==> src/rtl/cwe_consts.vh <==
// constants for the writeback/evict control block
`ifndef CWE_CONSTS_VH
`define CWE_CONSTS_VH
// line states
`define CWE_ST_W        3
`define CWE_ST_I        3'h0
`define CWE_ST_UC       3'h1
`define CWE_ST_SC       3'h2
`define CWE_ST_UD       3'h3
`define CWE_ST_SD       3'h4
// write address channel commands
`define CWE_OP_W        3
`define CWE_OP_WBACK    3'h0
`define CWE_OP_WCLEAN   3'h1
`define CWE_OP_EVICT    3'h2
`define CWE_OP_WUNQ     3'h3
`define CWE_OP_WLUNQ    3'h4
// request error codes
`define CWE_ERR_W       3
`define CWE_ERR_NONE    3'h0
`define CWE_ERR_STATE   3'h1
`define CWE_ERR_REGION  3'h2
`define CWE_ERR_NOFILT  3'h3
`define CWE_ERR_SNPDATA 3'h4
`define CWE_ERR_OPCODE  3'h5
`endif

==> src/rtl/cwe_end_state.v <==
// legal and expected end state of a line after a write-group transaction
`timescale 1ns/1ps
`include "cwe_consts.vh"
module cwe_end_state (
    input  wire [`CWE_OP_W-1:0] op,
    input  wire [`CWE_ST_W-1:0] start_st,
    input  wire                 shareable,
    input  wire                 snoop_filter,
    input  wire [`CWE_ST_W-1:0] want_st,
    output reg                  start_ok,
    output reg  [`CWE_ST_W-1:0] expect_st,
    output reg                  end_ok
);
    wire dirty = (start_st == `CWE_ST_UD) || (start_st == `CWE_ST_SD);
    wire clean = (start_st == `CWE_ST_UC) || (start_st == `CWE_ST_SC);
    wire is_i  = (want_st == `CWE_ST_I);
    wire is_uc = (want_st == `CWE_ST_UC);
    wire is_sc = (want_st == `CWE_ST_SC);
    wire from_ud = (start_st == `CWE_ST_UD);

    always @* begin
        start_ok  = 1'b0;
        expect_st = `CWE_ST_I;
        end_ok    = 1'b0;
        case (op)
            `CWE_OP_WBACK: begin
                start_ok = dirty; // RULE1
                expect_st = `CWE_ST_I; // RULE2
                if (!shareable)
                    end_ok = is_i || is_uc || is_sc; // RULE5
                else if (snoop_filter)
                    end_ok = is_i; // RULE4
                else
                    end_ok = is_i || is_sc || (from_ud && is_uc); // RULE4
            end
            `CWE_OP_WCLEAN: begin
                start_ok = dirty; // RULE1
                if (!shareable) begin
                    expect_st = `CWE_ST_UC; // RULE7
                    end_ok = is_i || is_uc || is_sc; // RULE7
                end else begin
                    expect_st = from_ud ? `CWE_ST_UC : `CWE_ST_SC; // RULE3 RULE6
                    if (snoop_filter)
                        end_ok = is_sc || (from_ud && is_uc); // RULE6
                    else
                        end_ok = is_i || is_sc || (from_ud && is_uc); // RULE6
                end
            end
            `CWE_OP_EVICT: begin
                start_ok = clean; // RULE17
                expect_st = `CWE_ST_I; // RULE17
                end_ok = is_i && snoop_filter; // RULE17
            end
            default: begin
                start_ok = 1'b1;
                expect_st = start_st;
                end_ok = 1'b1;
            end
        endcase
    end
endmodule // cwe_end_state

==> src/rtl/cwe_ctrl.v <==
// issue ordering and line state control for writeback, writeclean and evict
// Function
// RULE1: writeback/writeclean write dirty lines, any region
// RULE2: shareable writeback ends with line deallocated
// RULE3: shareable writeclean keeps line allocated
// RULE4: shareable writeback end states by filter
// RULE5: non-shareable writeback may end I, UC, SC
// RULE6: shareable writeclean end states by filter
// RULE7: non-shareable writeclean expected UC, I/UC/SC legal
// RULE8: atomic store then write: combine both changes
// RULE9: unique writes need every snoop completable
// RULE10: unique writes wait for writebacks to drain
// RULE11: no writebacks while unique writes outstanding
// RULE12: snoops served without writebacks during unique
// RULE13: unique writes need dataless snoops or snoop data
// RULE14: restricted snoop handling only during unique writes
// RULE15: evict on write channel, no data
// RULE16: evict only shareable, only with snoop filter
// RULE17: evict from UC/SC ends invalid
// RULE18: cached unique writes only under snoop restrictions
// RULE19: write group goes on write address channel
// RULE20: invalid to valid only after full-line store
// RULE21: separate outstanding counts gate each class
`timescale 1ns/1ps
`include "cwe_consts.vh"
module cwe_ctrl #(
    parameter CNT_W = 4
) (
    input  wire                  clk,
    input  wire                  rst_n,
    // request from the cache
    input  wire                  req_valid,
    input  wire [`CWE_OP_W-1:0]  req_op,
    input  wire [31:0]           req_addr,
    input  wire [`CWE_ST_W-1:0]  req_state,
    input  wire [`CWE_ST_W-1:0]  req_end_state,
    input  wire                  req_shareable,
    input  wire                  req_store,
    input  wire                  req_full_line,
    input  wire                  snoop_filter,
    input  wire                  dataless_snoops,
    input  wire                  snoop_data_chan,
    // answer to the cache
    output reg                   req_ready,
    output reg                   req_done,
    output reg  [`CWE_ERR_W-1:0] req_err,
    output reg  [`CWE_ST_W-1:0]  expect_state,
    output reg                   end_legal,
    // write address channel
    output reg                   aw_valid,
    input  wire                  aw_ready,
    output reg  [`CWE_OP_W-1:0]  aw_op,
    output reg  [31:0]           aw_addr,
    output reg                   aw_has_data,
    // write response
    input  wire                  b_valid,
    input  wire [`CWE_OP_W-1:0]  b_op,
    // snoop handling mode
    output reg                   snoop_restrict,
    output reg                   snoop_no_wb
);
    localparam S_IDLE = 3'b001;
    localparam S_AW   = 3'b010;
    localparam S_DONE = 3'b100;

    reg [2:0]       state_r;
    reg [CNT_W-1:0] wb_cnt_r;
    reg [CNT_W-1:0] wu_cnt_r;

    wire            start_ok;
    wire [`CWE_ST_W-1:0] expect_w;
    wire            end_ok;
    // store of an atomic pair makes the line dirty before the write
    reg  [`CWE_ST_W-1:0] eff_state;
    reg  [`CWE_ERR_W-1:0] chk_err;
    reg             is_wb;
    reg             is_wu;

    function is_wb_class;
        input [`CWE_OP_W-1:0] op;
        is_wb_class = (op == `CWE_OP_WBACK) || (op == `CWE_OP_WCLEAN);
    endfunction

    function is_wu_class;
        input [`CWE_OP_W-1:0] op;
        is_wu_class = (op == `CWE_OP_WUNQ) || (op == `CWE_OP_WLUNQ);
    endfunction

    always @* begin
        eff_state = req_state;
        if (req_store) begin
            // RULE8: a store leaves UC/UD dirty unique, shared ones shared dirty
            if (req_state == `CWE_ST_UC || req_state == `CWE_ST_UD)
                eff_state = `CWE_ST_UD; // RULE8
            else if (req_state == `CWE_ST_SC || req_state == `CWE_ST_SD)
                eff_state = `CWE_ST_SD; // RULE8
            else if (req_full_line)
                eff_state = `CWE_ST_UD; // RULE20
        end
    end

    cwe_end_state u_end (
        .op           (req_op),
        .start_st     (eff_state),
        .shareable    (req_shareable),
        .snoop_filter (snoop_filter),
        .want_st      (req_end_state),
        .start_ok     (start_ok),
        .expect_st    (expect_w),
        .end_ok       (end_ok)
    );

    always @* begin
        is_wb = is_wb_class(req_op);
        is_wu = is_wu_class(req_op);
        chk_err = `CWE_ERR_NONE;
        if (!(is_wb || is_wu || req_op == `CWE_OP_EVICT))
            chk_err = `CWE_ERR_OPCODE;
        else if (req_op == `CWE_OP_EVICT && !req_shareable)
            chk_err = `CWE_ERR_REGION; // RULE16
        else if (req_op == `CWE_OP_EVICT && !snoop_filter)
            chk_err = `CWE_ERR_NOFILT; // RULE16
        else if (is_wu && !(dataless_snoops || snoop_data_chan))
            chk_err = `CWE_ERR_SNPDATA; // RULE13 RULE18
        else if (is_wu && !req_shareable)
            chk_err = `CWE_ERR_REGION;
        else if (req_store && req_state == `CWE_ST_I && !req_full_line)
            chk_err = `CWE_ERR_STATE; // RULE20
        else if (!start_ok)
            chk_err = `CWE_ERR_STATE; // RULE1
    end

    // ordering gate: each class waits for the other to drain
    wire gate_ok = is_wb ? (wu_cnt_r == {CNT_W{1'b0}}) :  // RULE11 RULE21
                   is_wu ? (wb_cnt_r == {CNT_W{1'b0}}) :  // RULE10 RULE21
                   1'b1;
    wire wb_full = &wb_cnt_r;
    wire wu_full = &wu_cnt_r;
    wire cnt_ok  = !((is_wb && wb_full) || (is_wu && wu_full));
    wire take    = (state_r == S_IDLE) && req_valid && req_ready;
    wire aw_fire = aw_valid && aw_ready;
    wire b_wb    = b_valid && is_wb_class(b_op);
    wire b_wu    = b_valid && is_wu_class(b_op);
    wire iss_wb  = aw_fire && is_wb_class(aw_op);
    wire iss_wu  = aw_fire && is_wu_class(aw_op);

    ////////////////////////////////////////////////////////////////////////
    always @(posedge clk or negedge rst_n) begin
        if (!rst_n) begin
            wb_cnt_r <= {CNT_W{1'b0}};
            wu_cnt_r <= {CNT_W{1'b0}};
        end else begin
            if (iss_wb && !b_wb)
                wb_cnt_r <= wb_cnt_r + 1'b1; // RULE21
            else if (b_wb && !iss_wb && wb_cnt_r != {CNT_W{1'b0}})
                wb_cnt_r <= wb_cnt_r - 1'b1; // RULE21
            if (iss_wu && !b_wu)
                wu_cnt_r <= wu_cnt_r + 1'b1; // RULE21
            else if (b_wu && !iss_wu && wu_cnt_r != {CNT_W{1'b0}})
                wu_cnt_r <= wu_cnt_r - 1'b1; // RULE21
        end
    end

    ////////////////////////////////////////////////////////////////////////
    always @(posedge clk or negedge rst_n) begin
        if (!rst_n) begin
            state_r      <= S_IDLE;
            req_ready    <= 1'b0;
            req_done     <= 1'b0;
            req_err      <= `CWE_ERR_NONE;
            expect_state <= `CWE_ST_I;
            end_legal    <= 1'b0;
            aw_valid     <= 1'b0;
            aw_op        <= `CWE_OP_WBACK;
            aw_addr      <= 32'h00000000;
            aw_has_data  <= 1'b0;
        end else begin
            req_done <= 1'b0;
            case (state_r)
                S_IDLE: begin
                    // ready in idle, dropped while a presented request is held back by the gate or a full count
                    req_ready <= 1'b1;
                    if (take) begin
                        req_ready    <= 1'b0;
                        req_err      <= chk_err;
                        expect_state <= expect_w; // RULE2 RULE3
                        end_legal    <= end_ok && (chk_err == `CWE_ERR_NONE);
                        if (chk_err != `CWE_ERR_NONE) begin
                            state_r <= S_DONE;
                        end else if (gate_ok && cnt_ok) begin
                            aw_valid    <= 1'b1; // RULE19
                            aw_op       <= req_op;
                            aw_addr     <= req_addr;
                            aw_has_data <= (req_op != `CWE_OP_EVICT); // RULE15
                            state_r     <= S_AW;
                        end else begin
                            // held back: retry by re-presenting later
                            req_ready <= 1'b0;
                            state_r   <= S_IDLE;
                        end
                    end
                end
                S_AW: begin
                    if (aw_ready) begin
                        aw_valid <= 1'b0;
                        state_r  <= S_DONE;
                    end
                end
                S_DONE: begin
                    req_done <= 1'b1;
                    state_r  <= S_IDLE;
                end
                default: begin
                    state_r  <= S_IDLE;
                    aw_valid <= 1'b0;
                end
            endcase
            // stall acceptance while the ordering gate would refuse it
            if (state_r == S_IDLE && req_valid && !take && (!gate_ok || !cnt_ok))
                req_ready <= 1'b0; // RULE10 RULE11
            else if (state_r == S_IDLE && !take)
                req_ready <= 1'b1;
        end
    end

    ////////////////////////////////////////////////////////////////////////
    // restricted snoop mode only while a unique write is outstanding
    wire wu_live = (wu_cnt_r != {CNT_W{1'b0}}) || iss_wu;
    always @(posedge clk or negedge rst_n) begin
        if (!rst_n) begin
            snoop_restrict <= 1'b0;
            snoop_no_wb    <= 1'b0;
        end else begin
            snoop_restrict <= wu_live; // RULE9 RULE14
            snoop_no_wb    <= wu_live; // RULE12
        end
    end
endmodule // cwe_ctrl

==> config.mk <==
export PLATFORM = sky130hd
export DESIGN_NAME = cwe_ctrl
export DESIGN_NICKNAME = d
export VERILOG_FILES = /design/src/rtl/cwe_end_state.v /design/src/rtl/cwe_ctrl.v
export VERILOG_INCLUDE_DIRS = /design/src /design/src/rtl
export SDC_FILE = /design/constraint.sdc
export NUM_CORES = 1
export LEC_CHECK = 0
export ABC_AREA = 1
export BUFFER_PORTS_ARGS = -buffer_cell sky130_fd_sc_hd__buf_2
export CAP_MARGIN = 0
export CORE_MARGIN = 2
export CORE_UTILIZATION = 46
export DETAILED_ROUTE_END_ITERATION = 16
export PLACE_DENSITY = 0.77
export SYNTH_ARGS = -nofsm -noshare
export SYNTH_HDL_FRONTEND = slang
export SYNTH_SLANG_ARGS = --single-unit
export TNS_END_PERCENT = 10
==> constraint.sdc <==
create_clock -name clk -period 2.2 [get_ports clk]
set_clock_uncertainty 0.1 [all_clocks]
set_input_delay 0.66 -clock clk [delete_from_list [all_inputs] [get_ports clk]]
set_output_delay 0.66 -clock clk [all_outputs]
set_load 0.01 [all_outputs]
==> flow_metrics.env <==
export IMPL_run_status="finished with violations"
export IMPL_failed_checks="setup timing"
export IMPL_min_delay_path_class="input port to async pin"
export IMPL_finalPower_mw=4.98
export IMPL_die_span_in_y_um=86.1
export IMPL_async_reset_ff_frac=1.00
export IMPL_finalCriticalPeriod_ns=2.23
export IMPL_core_area_mm2=0.00642
export IMPL_clock_root_buffer="sky130_fd_sc_hd__clkbuf_8"
export IMPL_port_buffers=102
export IMPL_cts_sink_count=58
export IMPL_synth_cell_area_mm2=0.00310
export IMPL_timing_final_setup_violations=1
export IMPL_grt_setup_unrepaired="true"
export IMPL_grt_pass1_wl_mm=13.5
export IMPL_clk_transition_reported_paths_ns=0.07
export IMPL_maxSlewHeadroom=0.679
export IMPL_worst_ep_required_time_ns=2.32
export IMPL_tritonroute_pass_1_iters=5
export IMPL_critical_path_reg2reg_endpoint="wu_cnt_r[3]"
export IMPL_post_route_cells_drive_above_1_share=0.399
export IMPL_boundaryPins=103
export IMPL_cts_buffers=9
export IMPL_hpwlAfterDp_mm=5.98
export IMPL_gp_routability_congestion=0.850
export IMPL_cellPowerDensity_mw_per_mm2=1120
export IMPL_route_detailed_wl_per_inst_um=14.0
export IMPL_timing_critical_path_from_type="register"
export IMPL_std_cell_rows=29
export IMPL_gr_util_all_layers=0.229
export IMPL_htree_num_levels=3
export IMPL_grt_antenna_before_repair=0
export IMPL_yosysWarningCount=0
export IMPL_layout_filler_cells=542
export IMPL_cts_hold_fix_buffers=0
export IMPL_detail_route_drc_violations=0
export IMPL_post_place_ws_ns=-0.343
export IMPL_timing_max_transition_violations_final=0
export IMPL_netlist_cell_type_count=44
export IMPL_setup_slack_on_the_worst_flop_to_flop_path_ns=-0.03
export IMPL_final_antenna_net_count=0
export IMPL_routed_via_density=5.18
export IMPL_crit_fanout=4
export IMPL_drt_wl_total_mm=8.53
export IMPL_initial_utilization=0.483
export IMPL_num_nets_final=591
export IMPL_cts_max_path_buffers=2
export IMPL_p_leak_nw=2.43
export IMPL_synth_avg_cell_area_um2=8.22
export IMPL_post_route_worst_setup_slack_ns=-0.0322
export IMPL_area_delta_synth_final_pct=43.3
export IMPL_fraction_of_the_yosys_area_taken_by_sequential_cells=0.469
export IMPL_worst_skew_pair_late_latency_ns=0.33
export IMPL_die_w_um=86.1
export IMPL_antennaDiodeCount=0
export IMPL_synth_edf_count=0
export IMPL_crit_type="register to register"
export IMPL_timing_max_cap_violations=0
export IMPL_design_die_area_mm2=0.00741
export IMPL_synth_net_count=438
export IMPL_cts_tree="done"
export IMPL_ys_ff_latch=58
export IMPL_rr_worst_depth=9
export IMPL_worst_slew_pin_transition_ns=0.477
export IMPL_fmax_ghz=0.448
export IMPL_grt_remaining_overflow=0
export IMPL_timing_final_hold_violations=0
export IMPL_grt_max_degree=59
export IMPL_finalCritPeriodShare=1.01
export IMPL_first_iter_violations=184
export IMPL_critical_path_reg2reg_startpoint="aw_op[2]"
export IMPL_synth_main_ff_cell="sky130_fd_sc_hd__dfrtp_1"
export IMPL_vias=3163
export IMPL_grt_pass1_vias=3091
export IMPL_critPathArrivalTime_ns=2.35
export IMPL_vdd_ir_drop_worst_mv=0.586
export IMPL_syn_instance_count=377
export IMPL_timing_critical_path_to_type="register"
registers in the layout, indices dropped and copies added (netlist names), 3 cells and up:
signal	count
req_err	3
wu_cnt_r	4
state_r	3
expect_state	3
wb_cnt_r	4
aw_addr	32
aw_op	3
final cells by class:
class / count / area (um2) / share of cell area
Sequential cell: 58 / 1450 / 0.327
Clock buffer: 9 / 124 / 0.0279
Clock inverter: 6 / 58.8 / 0.0132
Timing Repair Buffer: 158 / 1060 / 0.239
Inverter: 39 / 151 / 0.0341
Multi-Input combinational cell: 264 / 1500 / 0.338
Tap cell: 77 / 96.3 / 0.0217
layout by cell type, fill, tap and decap left out, types with 3 or more instances in the layout:
cell type                  count
sky130_fd_sc_hd__ha_1          4
sky130_fd_sc_hd__xor2_1        4
sky130_fd_sc_hd__buf_4        46
sky130_fd_sc_hd__a21oi_1       7
sky130_fd_sc_hd__buf_2       100
sky130_fd_sc_hd__o21ai_0       9
sky130_fd_sc_hd__clkbuf_8      9
sky130_fd_sc_hd__nand2_2      11
sky130_fd_sc_hd__nand3_1      11
sky130_fd_sc_hd__buf_12        5
sky130_fd_sc_hd__dfrtp_1      57
sky130_fd_sc_hd__o21ai_1       3
sky130_fd_sc_hd__nor2_1       22
sky130_fd_sc_hd__buf_6         3
sky130_fd_sc_hd__nor3_1        5
sky130_fd_sc_hd__inv_1        28
sky130_fd_sc_hd__inv_2         8
sky130_fd_sc_hd__nand2_1     110
sky130_fd_sc_hd__nand4_1      42
sky130_fd_sc_hd__clkinv_2      4
synthesized netlist by cell type, types with 2 or more instances:
cell type | instances | area share
sky130_fd_sc_hd__ha_1 | 4 | 0.016
sky130_fd_sc_hd__o211ai_1 | 2 | 0.0048
sky130_fd_sc_hd__o21ai_1 | 2 | 0.0032
sky130_fd_sc_hd__xnor2_1 | 2 | 0.0057
sky130_fd_sc_hd__nor2_1 | 23 | 0.028
sky130_fd_sc_hd__buf_2 | 6 | 0.0097
sky130_fd_sc_hd__nand4_1 | 42 | 0.085
sky130_fd_sc_hd__o221ai_1 | 2 | 0.0057
sky130_fd_sc_hd__nor3_1 | 5 | 0.0081
sky130_fd_sc_hd__o21ai_0 | 10 | 0.016
sky130_fd_sc_hd__a211oi_1 | 2 | 0.0048
sky130_fd_sc_hd__xor2_1 | 4 | 0.011
sky130_fd_sc_hd__buf_6 | 2 | 0.0073
sky130_fd_sc_hd__nor2_2 | 2 | 0.0040
sky130_fd_sc_hd__a21oi_1 | 8 | 0.013
sky130_fd_sc_hd__nand3_1 | 12 | 0.019
sky130_fd_sc_hd__dfrtp_1 | 57 | 0.46
sky130_fd_sc_hd__nand2_1 | 119 | 0.14
sky130_fd_sc_hd__nand2_2 | 4 | 0.0081
sky130_fd_sc_hd__nor4_1 | 2 | 0.0040
sky130_fd_sc_hd__inv_1 | 32 | 0.039
sky130_fd_sc_hd__fa_1 | 2 | 0.013
sky130_fd_sc_hd__clkbuf_1 | 6 | 0.0073
sky130_fd_sc_hd__inv_2 | 6 | 0.0073
sky130_fd_sc_hd__buf_4 | 2 | 0.0048
worst max-delay path, cell delays in order (launching register included):
cell and delay, ns:
sky130_fd_sc_hd__dfrtp_1 0.42, sky130_fd_sc_hd__nor2_1 0.11, sky130_fd_sc_hd__nor2_1 0.06, sky130_fd_sc_hd__a211oi_2 0.20
sky130_fd_sc_hd__nand2_1 0.12, sky130_fd_sc_hd__ha_1 0.29, sky130_fd_sc_hd__a21o_1 0.20, sky130_fd_sc_hd__a21oi_2 0.17
sky130_fd_sc_hd__mux2_4 0.32, sky130_fd_sc_hd__xnor2_1 0.12
what timing repair did:
item                                    4_1_cts  5_1_grt
pin swaps                                     4       19
cloned                                        0        3
endpoints found under the setup margin        1       43
resized for setup                             2       36
buffers inserted                              3        6
worst max path at each step:
stage | start | to | depth (start not counted)
floorplan | b_op[0] | wu_cnt_r[3] | 9
global placement | b_op[1] | wu_cnt_r[3] | 10
detailed placement | aw_ready | wb_cnt_r[3] | 11
CTS | aw_ready | wb_cnt_r[3] | 11
global route | aw_op[0] | wu_cnt_r[3] | 10
finish | aw_op[2] | wu_cnt_r[3] | 9
where the power goes:
group	internal, mW	total (mW)	switching, mW
Sequential	1.53	1.84	0.304
Combinational	0.988	2.20	1.21
Clock	0.510	0.940	0.430
metal layers:
metal  global-route usage  vias to the layer above  wire length, um
met2                0.387                       90             4250
li1                     -                     1570                -
met5                    0                        -                0
met1                0.293                     1489             3760
met4               0.0996                        0              149
met3               0.0327                       14              365
metrics by stage:
step | TNS [ns] | utilization | cell area (um2) | cells | hold WS, ns
after floorplan | -0.191 | - | 3110 | 377 | 0.264
after global placement | -6.34 | 0.623 | 4000 | 584 | 0.358
after detailed placement | -9.86 | 0.623 | 4000 | 584 | 0.360
after CTS | 0 | 0.656 | 4220 | 602 | 0.234
after global routing | -1.09 | 0.692 | 4440 | 611 | 0.248
final | -0.0322 | 0.692 | 4440 | 611 | 0.221
cells by family after synthesis:
family,after synthesis,synth area share
AND/OR/NAND/NOR,216,0.330
flip-flops,58,0.469
buffers and inverters,55,0.0763
AO/OA/AOI/OAI,35,0.0755
XOR/XNOR,6,0.0169
adder cells (fa/ha/maj),6,0.0291
multiplexers,1,0.00363
Power figures use the tool's default switching activity.
